File: src/pkg/jbs_pkg.sv
// Constants, types and the scan cell map shared by the boundary-scan test port.
// Assumes the test pins arrive asynchronously and are sampled by the system clock.
package jbs_pkg;

   // ************************************************************
   // Sizes and instruction codes.
   // ************************************************************
   localparam int         BSR_LEN       = 107;
   localparam int         IR_LEN        = 2;
   localparam logic [1:0] IR_EXTEST     = 2'h0;
   localparam logic [1:0] IR_SAMPLE_A   = 2'h1;
   localparam logic [1:0] IR_SAMPLE_B   = 2'h2;
   localparam logic [1:0] IR_BYPASS     = 2'h3;
   localparam logic [1:0] IR_CAPTURE    = 2'h1;
   localparam int         TCK_PERIOD_NS = 160;

   // ************************************************************
   // Cell positions, counted from 1 at the output end of the chain.
   // ************************************************************
   localparam int CELL_PDI_FIRST = 4;
   localparam int CELL_PDI_LAST  = 11;
   localparam int CELL_PDO_FIRST = 15;
   localparam int CELL_PDO_LAST  = 22;
   localparam int CELL_PDO_EN    = 23;

   // ************************************************************
   // Cell kinds and pin reset levels.
   // ************************************************************
   localparam logic [1:0] KIND_IN  = 2'h0;
   localparam logic [1:0] KIND_OUT = 2'h1;
   localparam logic [1:0] KIND_EN  = 2'h2;
   localparam logic [3:0] PIN_IDLE = 4'hf;
   localparam logic [3:0] PIN_PULL = 4'h7;

   // The four test pins travel together: trst_n is bit 0, tck bit 3.
   typedef struct packed {
      logic tck;
      logic tms;
      logic tdi;
      logic trst_n;
   } jbs_tap_pins_type;

   typedef enum logic [3:0] {
      ST_RESET, ST_IDLE, ST_SEL_DR, ST_CAP_DR, ST_SHIFT_DR, ST_EXIT1_DR, ST_PAUSE_DR,
      ST_EXIT2_DR, ST_UPD_DR, ST_SEL_IR, ST_CAP_IR, ST_SHIFT_IR, ST_EXIT1_IR,
      ST_PAUSE_IR, ST_EXIT2_IR, ST_UPD_IR
   } jbs_tap_state_type;

   // Role of cell n: grouped pins come as enable, output, input triples.
   function automatic logic [1:0] jbs_cell_kind(input int n);
      logic [1:0] k;
      int         r;
      k = KIND_IN;
      // Each triple run starts on its own cell, so the phase is taken from that start.
      r = (n >= 82) ? (n - 82) % 3 : ((n >= 33) ? (n - 33) % 3 : (n - 29) % 3);
      if (n >= 12 && n <= 14) begin
         k = (n == 12) ? KIND_EN : ((n == 13) ? KIND_OUT : KIND_IN);
      end else if (n >= CELL_PDO_FIRST && n <= 27) begin
         k = KIND_OUT;
      end
      if (n == CELL_PDO_EN || n == 58 || n == 81 || n == 106) begin
         k = KIND_EN;
      end else if ((n >= 29 && n <= 31) || (n >= 33 && n <= 56) || (n >= 82 && n <= 105)) begin
         k = (r == 0) ? KIND_EN : ((r == 1) ? KIND_OUT : KIND_IN);
      end else if (n == 59 || n == 60 || n == 107) begin
         k = KIND_OUT;
      end else if (n >= 65 && n <= 80) begin
         k = (((n - 65) % 2) == 0) ? KIND_OUT : KIND_IN;
      end
      return k;
   endfunction : jbs_cell_kind

endpackage : jbs_pkg

File: src/design/jbs_pin_sync.sv
// Two-stage synchroniser for asynchronous pins, with optional pull-up on undriven pins.
// Assumes drive is high while something actively drives the matching pin.
`timescale 1ns/1ns
module jbs_pin_sync #(
   parameter int           WIDTH     = 4,
   parameter logic [WIDTH-1:0] PULL  = '1,
   parameter logic [WIDTH-1:0] RESET = '1
) (
   input  wire logic             sys_clk,
   input  wire logic             srst,
   input  wire logic             ce,
   input  wire logic [WIDTH-1:0] pin,
   input  wire logic [WIDTH-1:0] drive,
   output logic      [WIDTH-1:0] q
);

   // ************************************************************
   // Pull-up resolution and synchroniser stages.
   // ************************************************************
   logic [WIDTH-1:0] stage1;
   logic [WIDTH-1:0] next_stage1;
   logic [WIDTH-1:0] next_q;

   // An undriven pin reads its pull level; only the second stage is read outside.
   always_comb begin
      next_stage1 = (pin & drive) | (PULL & ~drive);
      next_q      = stage1;
   end

   // Registers only; the clock enable freezes both stages.
   always_ff @(posedge sys_clk) begin
      if (srst) begin
         stage1 <= RESET;
         q      <= RESET;
      end else if (ce) begin
         stage1 <= next_stage1;
         q      <= next_q;
      end
   end

   // An undriven pulled pin reaches the output two enabled edges later; unpulled bits promise nothing.
   for (genvar b = 0; b < WIDTH; b++) begin : g_pull_chk
      if (PULL[b]) begin : g_pulled

      end
   end
endmodule : jbs_pin_sync

File: src/design/jbs_scan_chain.sv
// Boundary-scan register: shift stages plus update latches, one cell per pin signal.
// Assumes the caller gives one-cycle capture, shift and update pulses.
`timescale 1ns/1ns
module jbs_scan_chain #(
   parameter int LEN = jbs_pkg::BSR_LEN
) (
   input  wire logic           sys_clk,
   input  wire logic           srst,
   input  wire logic           ce,
   input  wire logic           capture,
   input  wire logic           shift,
   input  wire logic           update,
   input  wire logic           tdi,
   input  wire logic [LEN-1:0] cap_data,
   output logic                so,
   output logic      [LEN-1:0] upd
);

   // ************************************************************
   // Per-cell shift and update stages.
   // ************************************************************
   logic [LEN-1:0] sh;
   logic [LEN-1:0] next_sh;
   logic [LEN-1:0] next_upd;

   if (LEN < jbs_pkg::CELL_PDO_EN) begin : g_len_check
      $error("scan chain too short for the pdo enable cell");
   end

   // Cell index 0 sits next to the serial output, so cell 1 leaves first.
   for (genvar i = 0; i < LEN; i++) begin : g_cell
      always_comb begin
         next_sh[i]  = sh[i];
         next_upd[i] = upd[i];
         if (capture) begin
            next_sh[i] = cap_data[i];
         end else if (shift) begin
            next_sh[i] = (i == LEN - 1) ? tdi : sh[(i + 1) % LEN];
         end
         if (update) begin
            next_upd[i] = sh[i];
         end
      end
   end

   // Update latches clear to zero so every enable cell starts with its group tristated.
   always_ff @(posedge sys_clk) begin
      if (srst) begin
         sh  <= '0;
         upd <= '0;
      end else if (ce) begin
         sh  <= next_sh;
         upd <= next_upd;
      end
   end

   assign so = sh[0];
endmodule : jbs_scan_chain

File: src/design/jbs_tap.sv
// Boundary-scan test access port: TAP controller, instruction and bypass registers, TDO.
// Assumes the test pins are asynchronous and that the system clock runs well above the test clock.
//
// Notes on behaviour
// - The controller state moves only on a rising test clock edge, per TMS.
// - TDI is taken on a rising test clock edge while a register shifts.
// - TDO changes only on a falling test clock edge.
// - TDO is tristated whenever neither IR nor DR is shifting.
// - Test reset forces Test-Logic-Reset without waiting for any test clock edge.
// - Undriven TMS, TDI and test reset pins read high.
// - Test logic follows test clock edges only, not the functional clocks.
// - The instruction register is two bits, shifted in during Shift-IR.
// - The instruction picks the active data register and the scan path.
// - TDO carries IR, boundary or bypass bits by state and instruction.
// - Code 00 drives pins from the boundary register and isolates the core.
// - Codes 01 and 10 sample or preload without disturbing the core.
// - Code 11 selects the bypass register; the device works normally.
// - Test reset loads the bypass instruction.
// - The bypass register is one stage from TDI to TDO.
// - The boundary register has 107 cells: input, output or enable.
// - Cell 1 shifts out first; pdo data 15:22, enable 23, pdi 4:11.
// - Enable cells are active high; all zeros tristate every output.
// - Each cell's role is fixed as captured input, driven output or enable.
// - One cell sits between core and each pin buffer.
`timescale 1ns/1ns
module jbs_tap #(
   parameter int LEN = jbs_pkg::BSR_LEN
) (
   input  wire logic                      sys_clk,
   input  wire logic                      srst,
   input  wire logic                      ce,
   input  wire jbs_pkg::jbs_tap_pins_type tap_pin,
   input  wire jbs_pkg::jbs_tap_pins_type tap_drive,
   output logic                           tdo,
   output logic                           tdo_oe_n,
   input  wire logic [LEN-1:0]            pin_in,
   input  wire logic [LEN-1:0]            core_out,
   output logic      [LEN-1:0]            pin_drive,
   output logic      [LEN-1:0]            core_in,
   output logic                           extest_active
);

   // ************************************************************
   // Pin sampling and test clock edges.
   // ************************************************************
   jbs_pkg::jbs_tap_pins_type tap_s;
   logic [LEN-1:0]            pin_s;
   logic                      tck_q;
   logic                      next_tck_q;
   logic                      tck_rise;
   logic                      tck_fall;

   // The tck pin has no pull-up; the other three do.
   jbs_pin_sync #(
      .WIDTH (4),
      .PULL  (jbs_pkg::PIN_PULL),
      .RESET (jbs_pkg::PIN_IDLE)
   ) u_tap_sync (
      .sys_clk (sys_clk),
      .srst    (srst),
      .ce      (ce),
      .pin     (tap_pin),
      .drive   (tap_drive),
      .q       (tap_s)
   );

   // Pin levels for boundary capture are asynchronous too, so they are synchronised.
   jbs_pin_sync #(
      .WIDTH (LEN),
      .PULL  ('0),
      .RESET ('0)
   ) u_pin_sync (
      .sys_clk (sys_clk),
      .srst    (srst),
      .ce      (ce),
      .pin     (pin_in),
      .drive   ({LEN{1'b1}}),
      .q       (pin_s)
   );

   // Edges of the synchronised test clock are the only timing the test logic uses.
   always_comb begin
      next_tck_q = tap_s.tck;
      tck_rise   = tap_s.tck & ~tck_q;
      tck_fall   = ~tap_s.tck & tck_q;
   end

   always_ff @(posedge sys_clk) begin
      if (srst) begin
         tck_q <= 1'b1; // Matches the synchroniser's idle level, so release makes no false edge.
      end else if (ce) begin
         tck_q <= next_tck_q;
      end
   end

   // ************************************************************
   // TAP controller.
   // ************************************************************
   jbs_pkg::jbs_tap_state_type state;
   jbs_pkg::jbs_tap_state_type next_state;
   logic                       tms;

   assign tms = tap_s.tms;

   // Standard sixteen-state walk, stepped on rising test clock edges.
   always_comb begin
      next_state = state;
      if (tck_rise) begin
         case (state)
            jbs_pkg::ST_RESET:    next_state = tms ? jbs_pkg::ST_RESET : jbs_pkg::ST_IDLE;
            jbs_pkg::ST_IDLE:     next_state = tms ? jbs_pkg::ST_SEL_DR : jbs_pkg::ST_IDLE;
            jbs_pkg::ST_SEL_DR:   next_state = tms ? jbs_pkg::ST_SEL_IR : jbs_pkg::ST_CAP_DR;
            jbs_pkg::ST_CAP_DR:   next_state = tms ? jbs_pkg::ST_EXIT1_DR : jbs_pkg::ST_SHIFT_DR;
            jbs_pkg::ST_SHIFT_DR: next_state = tms ? jbs_pkg::ST_EXIT1_DR : jbs_pkg::ST_SHIFT_DR;
            jbs_pkg::ST_EXIT1_DR: next_state = tms ? jbs_pkg::ST_UPD_DR : jbs_pkg::ST_PAUSE_DR;
            jbs_pkg::ST_PAUSE_DR: next_state = tms ? jbs_pkg::ST_EXIT2_DR : jbs_pkg::ST_PAUSE_DR;
            jbs_pkg::ST_EXIT2_DR: next_state = tms ? jbs_pkg::ST_UPD_DR : jbs_pkg::ST_SHIFT_DR;
            jbs_pkg::ST_UPD_DR:   next_state = tms ? jbs_pkg::ST_SEL_DR : jbs_pkg::ST_IDLE;
            jbs_pkg::ST_SEL_IR:   next_state = tms ? jbs_pkg::ST_RESET : jbs_pkg::ST_CAP_IR;
            jbs_pkg::ST_CAP_IR:   next_state = tms ? jbs_pkg::ST_EXIT1_IR : jbs_pkg::ST_SHIFT_IR;
            jbs_pkg::ST_SHIFT_IR: next_state = tms ? jbs_pkg::ST_EXIT1_IR : jbs_pkg::ST_SHIFT_IR;
            jbs_pkg::ST_EXIT1_IR: next_state = tms ? jbs_pkg::ST_UPD_IR : jbs_pkg::ST_PAUSE_IR;
            jbs_pkg::ST_PAUSE_IR: next_state = tms ? jbs_pkg::ST_EXIT2_IR : jbs_pkg::ST_PAUSE_IR;
            jbs_pkg::ST_EXIT2_IR: next_state = tms ? jbs_pkg::ST_UPD_IR : jbs_pkg::ST_SHIFT_IR;
            jbs_pkg::ST_UPD_IR:   next_state = tms ? jbs_pkg::ST_SEL_DR : jbs_pkg::ST_IDLE;
            default:              next_state = jbs_pkg::ST_RESET;
         endcase
      end
      // Test reset wins over any edge; it needs no test clock at all.
      if (!tap_s.trst_n) begin
         next_state = jbs_pkg::ST_RESET;
      end
   end

   always_ff @(posedge sys_clk) begin
      if (srst) begin
         state <= jbs_pkg::ST_RESET;
      end else if (ce) begin
         state <= next_state;
      end
   end

   // ************************************************************
   // Instruction, bypass and output stage.
   // ************************************************************
   logic [jbs_pkg::IR_LEN-1:0] ir_sh;
   logic [jbs_pkg::IR_LEN-1:0] ir;
   logic [jbs_pkg::IR_LEN-1:0] next_ir_sh;
   logic [jbs_pkg::IR_LEN-1:0] next_ir;
   logic                       byp;
   logic                       next_byp;
   logic                       next_tdo;
   logic                       next_tdo_oe_n;
   logic                       sel_byp;
   logic                       shifting;
   logic                       bsr_so;
   logic                       bsr_cap;
   logic                       bsr_shift;
   logic                       bsr_upd;
   logic [LEN-1:0]             bsr_upd_q;
   logic [LEN-1:0]             cap_data;

   // Only code 11 routes the data scan through bypass; the rest use the boundary chain.
   assign sel_byp  = (ir == jbs_pkg::IR_BYPASS);
   assign shifting = (state == jbs_pkg::ST_SHIFT_IR) || (state == jbs_pkg::ST_SHIFT_DR);

   // Capture and shift act on rises, updates and TDO on falls, as the tester expects.
   always_comb begin
      next_ir_sh    = ir_sh;
      next_ir       = ir;
      next_byp      = byp;
      next_tdo      = tdo;
      next_tdo_oe_n = tdo_oe_n;
      if (tck_rise) begin
         if (state == jbs_pkg::ST_CAP_IR) begin
            next_ir_sh = jbs_pkg::IR_CAPTURE;
         end else if (state == jbs_pkg::ST_SHIFT_IR) begin
            next_ir_sh = {tap_s.tdi, ir_sh[1]};
         end
         if (sel_byp && state == jbs_pkg::ST_CAP_DR) begin
            next_byp = 1'b0;
         end else if (sel_byp && state == jbs_pkg::ST_SHIFT_DR) begin
            next_byp = tap_s.tdi;
         end
      end
      if (tck_fall) begin
         if (state == jbs_pkg::ST_UPD_IR) begin
            next_ir = ir_sh;
         end
         // The driver is live only while a register shifts.
         next_tdo_oe_n = ~shifting;
         if (state == jbs_pkg::ST_SHIFT_IR) begin
            next_tdo = ir_sh[0];
         end else if (state == jbs_pkg::ST_SHIFT_DR) begin
            next_tdo = sel_byp ? byp : bsr_so;
         end
      end
      // Test-Logic-Reset, reached by test reset or by TMS, leaves bypass current.
      if (state == jbs_pkg::ST_RESET || !tap_s.trst_n) begin
         next_ir       = jbs_pkg::IR_BYPASS;
         next_tdo_oe_n = 1'b1;
      end
   end

   always_ff @(posedge sys_clk) begin
      if (srst) begin
         ir_sh    <= jbs_pkg::IR_CAPTURE;
         ir       <= jbs_pkg::IR_BYPASS;
         byp      <= 1'b0;
         tdo      <= 1'b0;
         tdo_oe_n <= 1'b1;
      end else if (ce) begin
         ir_sh    <= next_ir_sh;
         ir       <= next_ir;
         byp      <= next_byp;
         tdo      <= next_tdo;
         tdo_oe_n <= next_tdo_oe_n;
      end
   end

   // ************************************************************
   // Boundary-scan register and pin muxes.
   // ************************************************************
   // Input cells capture pin levels, output and enable cells what the core drives.
   for (genvar i = 0; i < LEN; i++) begin : g_cap
      assign cap_data[i] = (jbs_pkg::jbs_cell_kind(i + 1) == jbs_pkg::KIND_IN) ? pin_s[i] : core_out[i];
   end

   assign bsr_cap   = tck_rise && !sel_byp && state == jbs_pkg::ST_CAP_DR;
   assign bsr_shift = tck_rise && !sel_byp && state == jbs_pkg::ST_SHIFT_DR;
   assign bsr_upd   = tck_fall && !sel_byp && state == jbs_pkg::ST_UPD_DR;

   jbs_scan_chain #(
      .LEN (LEN)
   ) u_chain (
      .sys_clk  (sys_clk),
      .srst     (srst),
      .ce       (ce),
      .capture  (bsr_cap),
      .shift    (bsr_shift),
      .update   (bsr_upd),
      .tdi      (tap_s.tdi),
      .cap_data (cap_data),
      .so       (bsr_so),
      .upd      (bsr_upd_q)
   );

   // Under external test the chain owns pins and core inputs; otherwise the core runs untouched.
   assign extest_active = (ir == jbs_pkg::IR_EXTEST);
   assign pin_drive     = extest_active ? bsr_upd_q : core_out;
   assign core_in       = extest_active ? bsr_upd_q : pin_in;
endmodule : jbs_tap

File: config.mk
export PLATFORM = sky130hd
export DESIGN_NAME = jbs_tap
export DESIGN_NICKNAME = d
export VERILOG_FILES = /design/src/pkg/jbs_pkg.sv /design/src/design/jbs_pin_sync.sv /design/src/design/jbs_scan_chain.sv /design/src/design/jbs_tap.sv
export SDC_FILE = /design/constraint.sdc
export NUM_CORES = 1
export LEC_CHECK = 0
export BUFFER_PORTS_ARGS = -buffer_cell sky130_fd_sc_hd__buf_4
export CORE_UTILIZATION = 52
export DETAILED_ROUTE_END_ITERATION = 8
export PLACE_DENSITY = 0.82
export RECOVER_POWER = 50
export SYNTH_ARGS = -nofsm -noshare
export SYNTH_HDL_FRONTEND = slang
export SYNTH_SLANG_ARGS = --single-unit
File: constraint.sdc
create_clock -name sys_clk -period 2.3 [get_ports sys_clk]
set_clock_uncertainty 0.1 [all_clocks]
set_input_delay 0.115 -clock sys_clk [delete_from_list [all_inputs] [get_ports sys_clk]]
set_output_delay 0.115 -clock sys_clk [all_outputs]
set_load 0.05 [all_outputs]
==> impl_metrics.toml, run 1 <==
[final_layout]
drive_gt1_frac = 0.225
diodes = 0
finish.utilization = 0.743
fin_area_um2 = 20700
nets = 2752
syn_to_final_growth_pct = 40.7
fill_cells = 2029

[yosys]
yosysWarnings = 0
synth-seq-cells = 322
netlist_top_cells_area = "dfxtp_1 44%, nand2_1 25%, mux2i_1 6.4%"
mappedNetlistArea_um2 = 14700
syn_inst = 2056
ys_seq_area_frac = 0.439
synth_edf_count = 0
yosysTopAreaCell = "dfxtp_1"
synth_commonest_cells = "980 x nand2_1, 322 x dfxtp_1, 136 x nor2_1"
async_flop_share = 0
syn_avg_cell_area_um2 = 7.14
yosysUniqueCellTypes = 48
synth.most_common_cell = "nand2_1"
yosys_most_used_dff = "dfxtp_1"
netlist.area_leader.share = 0.439
syn-num-nets = 2281

[grt]
grt_pass1_wl_um = 72300
grt_pass1_vias = 15000
antenna_found_initial = 0
grt_overflow = 0
gr-usage-all-layers = 0.307
grt_max_degree = 117

[critical_path]
reg2reg_depth = 6
cp.arrival_ps = 2070
cp-startpoint = "ir[1]"
cp_num_buf_inv = 3
path_max_fanout = 19
max_stage_delay_ps = 380
timing.rr.start = "u_tap_sync.q[3]"
path_delay_family = "simple AND/OR/NAND/NOR gates"
required_ps = 2090
cp_common_cell = "nand2_1"
worst_setup_path_start_kind = "flip-flop"
slowest_stage = "dfxtp_1"
r2r_end = "u_chain.sh[102]"
end_kind = "output pin"
rrSetupSlack_ps = 110
worst-path-stages = 6
cp-endpoint = "core_in[86]"
worstSetupPathType = "flip-flop to output pin"
path_cells = "or2_4 > inv_8 > buf_16 > nand2_1 > nand2_1 > buf_4"

[sta]
fmax_mhz = 437
fin_crit_ps = 2290
finalSetupViolations = 0
post-route-period-util = 0.994
worst_pin_slew_ps = 1860
hold-worst-slack_ps = 30.6
max-slew-margin-rel = -0.242
tns_ps = 0
rsz0062_at_grt = "true"
slew_viol_final = 90
hold_viol = 0

[route]
routedWlPerCell_um = 16.2
drt.antenna.violating_nets = 0
drc_errors = 0
vias_per_cell = 5.42
drt_iter0_drc = 1263
drt_pass1_iterations = 5
totalWireLength_um = 47300
vias = 15900

[clock_tree]
ctsLongestPathBuffers = 3
cts_root_buffer = "clkbuf_16"
path_clk_slew_ps = 60
htreeDepth = 2
cts_tree = "built"
numCtsBuffers = 34
clock_latency_ps = 510
clock-sinks = 322

[place]
portBuffers = 441
place_congestion = 0.854
place.detailed.hpwl_um = 29500
place_area_um2 = 18300

[flow_run]
maxCapViolCount = 1

[die]
rows = 61
core-area_um2 = 27800
start_util = 0.528
die_area_um2 = 28900
die_w_um = 170
io_pins = 442
die_y_um = 170

[power]
p_per_area_nw_per_um2 = 639
ir_drop_uv = 472
cellLeakagePower_nw = 9.16

[outcome]
status = "finished with violations"
violations = "capacitance limit, slew limit"

[min_path]
hold_path_class = "input pin to flip-flop"
## where the power goes
group	switching (mW)	internal, mW	total, mW
Clock	2.16	3.28	5.44
Sequential	0.0442	5.66	5.70
Combinational	1.25	0.800	2.05
## layer usage
metal / global-route usage / routed length [µm]
met5: 0 / 0
met2: 0.554 / 23500
met3: 0.0435 / 3020
met1: 0.351 / 18800
met4: 0.155 / 2020
## per-stage QoR
stage          instances  total power, mW  worst slack, ps
2_1_floorplan       2056             6.93             41.5
3_3_place_gp        2749             7.66              341
3_5_place_dp        2749             7.69              313
4_1_cts             2920             13.2            -33.9
5_1_grt             2924             13.6            -6.34
6_report            2924             13.2             13.2
## worst min path at each step
stage	startpoint	end	cells after the start
after floorplan	pin_in[0]	u_pin_sync.next_q[0]	2
after global placement	pin_in[56]	u_pin_sync.next_q[56]	3
after detailed placement	pin_in[55]	u_pin_sync.next_q[55]	3
after CTS	ce	tdo_oe_n	4
after global routing	ce	tdo_oe_n	4
final	ce	tdo_oe_n	4
## what timing repair did
item,CTS,global route
hold endpoints to repair,111,0
pin swaps,0,1
hold buffers,115,0
resized for setup,5,15
cloned,1,3
setup buffers,0,1
endpoints found under the setup margin,44,130
## kinds of logic (layout without fill, tap and decap cells)
| family | after synthesis | in the layout | share of synthesized area |
|---|---|---|---|
| buf+inv | 166 | 656 | 0.0478 |
| flops | 322 | 322 | 0.439 |
| mux | 94 | 94 | 0.0641 |
| simple gates | 1157 | 1157 | 0.304 |
| xor+xnor | 1 | 1 | 0.000597 |
| compound gates | 316 | 316 | 0.144 |
## cell type report
type,instances,area (µm²),share of cell area
Inverter,6,30.0,0.00145
Tap cell,378,473,0.0229
Clock inverter,5,60.1,0.00291
Clock buffer,50,1050,0.0511
Multi-Input combinational cell,1568,7550,0.366
Sequential cell,322,6450,0.312
Timing Repair Buffer,595,5040,0.244
## worst min-delay path, delay by kind of cell
family                 cells  cell delay, ps
AO/OA/AOI/OAI              1             110
buffers and inverters      1              80
AND/OR/NAND/NOR            2             310
## placed cells by master (no fill, tap or decap), types with 6 or more instances in the layout
master           n
nand2_1        977
buf_4          443
dfxtp_1        321
nor2_1         136
dlygate4sd3_1  115
a21oi_1        111
mux2i_1         94
o21ai_0         78
a31oi_1         69
clkbuf_16       40
a311oi_2        35
buf_12          14
clkbuf_1        10
clkbuf_8         9
nor2b_1          6
## flip-flops by register name, summed over array words and instances (netlist names)
signal             flops
ir                     2
u_tap_sync.q           4
u_chain.upd          107
u_tap_sync.next_q      4
u_chain.sh           107
u_pin_sync.next_q     44
tdo                    1
ir_sh                  2
byp                    1
state                  4
tck_q                  1
tdo_oe_n               1
u_pin_sync.q          44
No activity file was read; power rests on OpenSTA's default activity.
==> inputs of run 2 (changes only) <==
==> constraint.sdc (replaced) <==
create_clock -name sys_clk -period 2.38 [get_ports sys_clk]
set_clock_uncertainty 0.1 [all_clocks]
set_input_delay 0.119 -clock sys_clk [delete_from_list [all_inputs] [get_ports sys_clk]]
set_output_delay 0.119 -clock sys_clk [all_outputs]
set_load 0.05 [all_outputs]
==> impl_metrics.toml, run 2 (synthesis results as in run 1) <==
[grt]
gr-usage-all-layers = 0.297
grt_overflow = 0
grt_pass1_vias = 14600
antenna_found_initial = 1
grt_pass1_wl_um = 70500
grt_max_degree = 123

[sta]
max-slew-margin-rel = 0.403
worst_pin_slew_ps = 895
hold-worst-slack_ps = 257
slew_viol_final = 0
fmax_mhz = 423
fin_crit_ps = 2370
finalWorstSetupSlack_ps = 13.8
post-route-period-util = 0.994
finalSetupViolations = 0
hold_viol = 0
rsz0062_at_grt = "true"

[route]
totalWireLength_um = 46400
drt.antenna.violating_nets = 0
drc_errors = 0
vias = 15700
vias_per_cell = 5.38
drt_iter0_drc = 1163
routedWlPerCell_um = 15.8
drt_pass1_iterations = 6

[power]
power_frac_seq = 0.451
p_int_mw = 8.93
power_mw = 12.2
cellLeakagePower_nw = 9.10
pwr-share-comb = 0.163
p_sw_mw = 3.28
clkPwrFrac = 0.385
p_per_area_nw_per_um2 = 596
switching_share = 0.269
ir_drop_uv = 515

[critical_path]
worst_setup_path_start_kind = "flip-flop"
max_stage_delay_ps = 410
cp_common_cell = "nand2_1"
required_ps = 2160
worstSetupPathType = "flip-flop to output pin"
end_kind = "output pin"
slowest_stage = "dfxtp_1"
cp_num_buf_inv = 2
path_max_fanout = 92
path_cells = "or2_4 > buf_16 > nand2_1 > nand2_1 > buf_4"
cp.arrival_ps = 2150
path_delay_family = "simple AND/OR/NAND/NOR gates"

[clock_tree]
numCtsBuffers = 31
path_clk_slew_ps = 60
clock_latency_ps = 550
cts_root_buffer = "clkbuf_16"
clock-sinks = 322
ctsLongestPathBuffers = 3
post-cts-setup-buffer-count = 0
cts_tree = "built"
htreeDepth = 1

[final_layout]
fill_cells = 2046
drive_gt1_frac = 0.220
multi_input_area_um2 = 7550
seq_area_um2 = 6450
layout_common_cells = "977 x nand2_1, 443 x buf_4, 321 x dfxtp_1, 136 x nor2_1, 126 x dlygate4sd3_1"
final_common_cell = "nand2_1"
syn_to_final_growth_pct = 39.6
nets = 2752
fin_area_um2 = 20500
top_regs = "u_chain.sh: 107 flops, u_chain.upd: 107 flops"

[place]
portBuffers = 441
place_ws_ps = 306
place.detailed.hpwl_um = 28900
place_congestion = 0.842
place_area_um2 = 18200

[die]
rows = 61
die_area_um2 = 28900
die_y_um = 170
start_util = 0.528
io_pins = 442
die_w_um = 170
core-area_um2 = 27800

[outcome]
status = "finished, final reports clean"

[flow_run]
maxCapViolCount = 0

[min_path]
hold_path_class = "input pin to flip-flop"
[run 2: changes by cell type in the layout (fill, tap and decap cells not counted), moves of 2 or more]
cell / delta
clkinv_2: +6
clkbuf_16: -6
buf_12: -6
buf_6: +2
dlygate4sd3_1: +11
inv_6: -2
clkbuf_8: -3
[run 2: final timing paths]
path / from / to / slack (ps) / cells past startpoint
hold / removal: pin_in[55] / u_pin_sync.next_q[55] / 260 / 4
setup / recovery: ir[0] / pin_drive[83] / 10 / 5
setup reg to reg: state[1] / u_chain.upd[104] / 40 / 6
hold reg to reg: u_chain.upd[99] / u_chain.upd[99] / 350 / 2
[run 2: cell type report]
type,count,share of cell area
Antenna cell,1,0.000122
Clock buffer,45,0.0433
Clock inverter,10,0.00397
Inverter,6,0.00122
Multi-Input combinational cell,1568,0.368
Sequential cell,322,0.315
Tap cell,378,0.0231
Timing Repair Buffer,598,0.245
[run 2: timing repair]
action / in CTS / in global routing
hold buffers: 126 / 0
hold endpoints to repair: 145 / 0
gates cloned: 0 / 3
resized for setup: 1 / 11
endpoints found under the setup margin: 1 / 19
[run 2: through the flow]
step | std cells | setup TNS, ps | utilization
6_report | 2928 | 0 | 0.738
5_1_grt | 2928 | -306 | 0.738
4_1_cts | 2924 | 0 | 0.736
3_5_place_dp | 2743 | 0 | 0.655
3_3_place_gp | 2743 | 0 | 0.655
2_1_floorplan | 2056 | 0 | -
[run 2: metal layers]
metal	vias to the layer above	track usage	share of wire
met3	101	0.0395	0.062
li1	7640	-	-
met5	-	0	0
met4	0	0.119	0.031
met2	651	0.546	0.50
met1	7346	0.346	0.40
[run 2: power groups by stage]
stage | clock (mW) | sequential, mW | combinational, mW
2_1_floorplan | 0 | 5.61 | 1.08
3_3_place_gp | 0 | 5.62 | 1.78
3_5_place_dp | 0 | 5.63 | 1.79
4_1_cts | 4.76 | 5.51 | 1.97
5_1_grt | 4.98 | 5.51 | 2.09
6_report | 4.71 | 5.51 | 1.99
[run 2: worst register-to-register path, stage by stage (launching register included)]
cell and delay [ps]:
dfxtp_1 410, clkbuf_2 290, nor2_1 120, nand4_1 120
clkbuf_4 740, nand2_1 230, a21oi_1 250
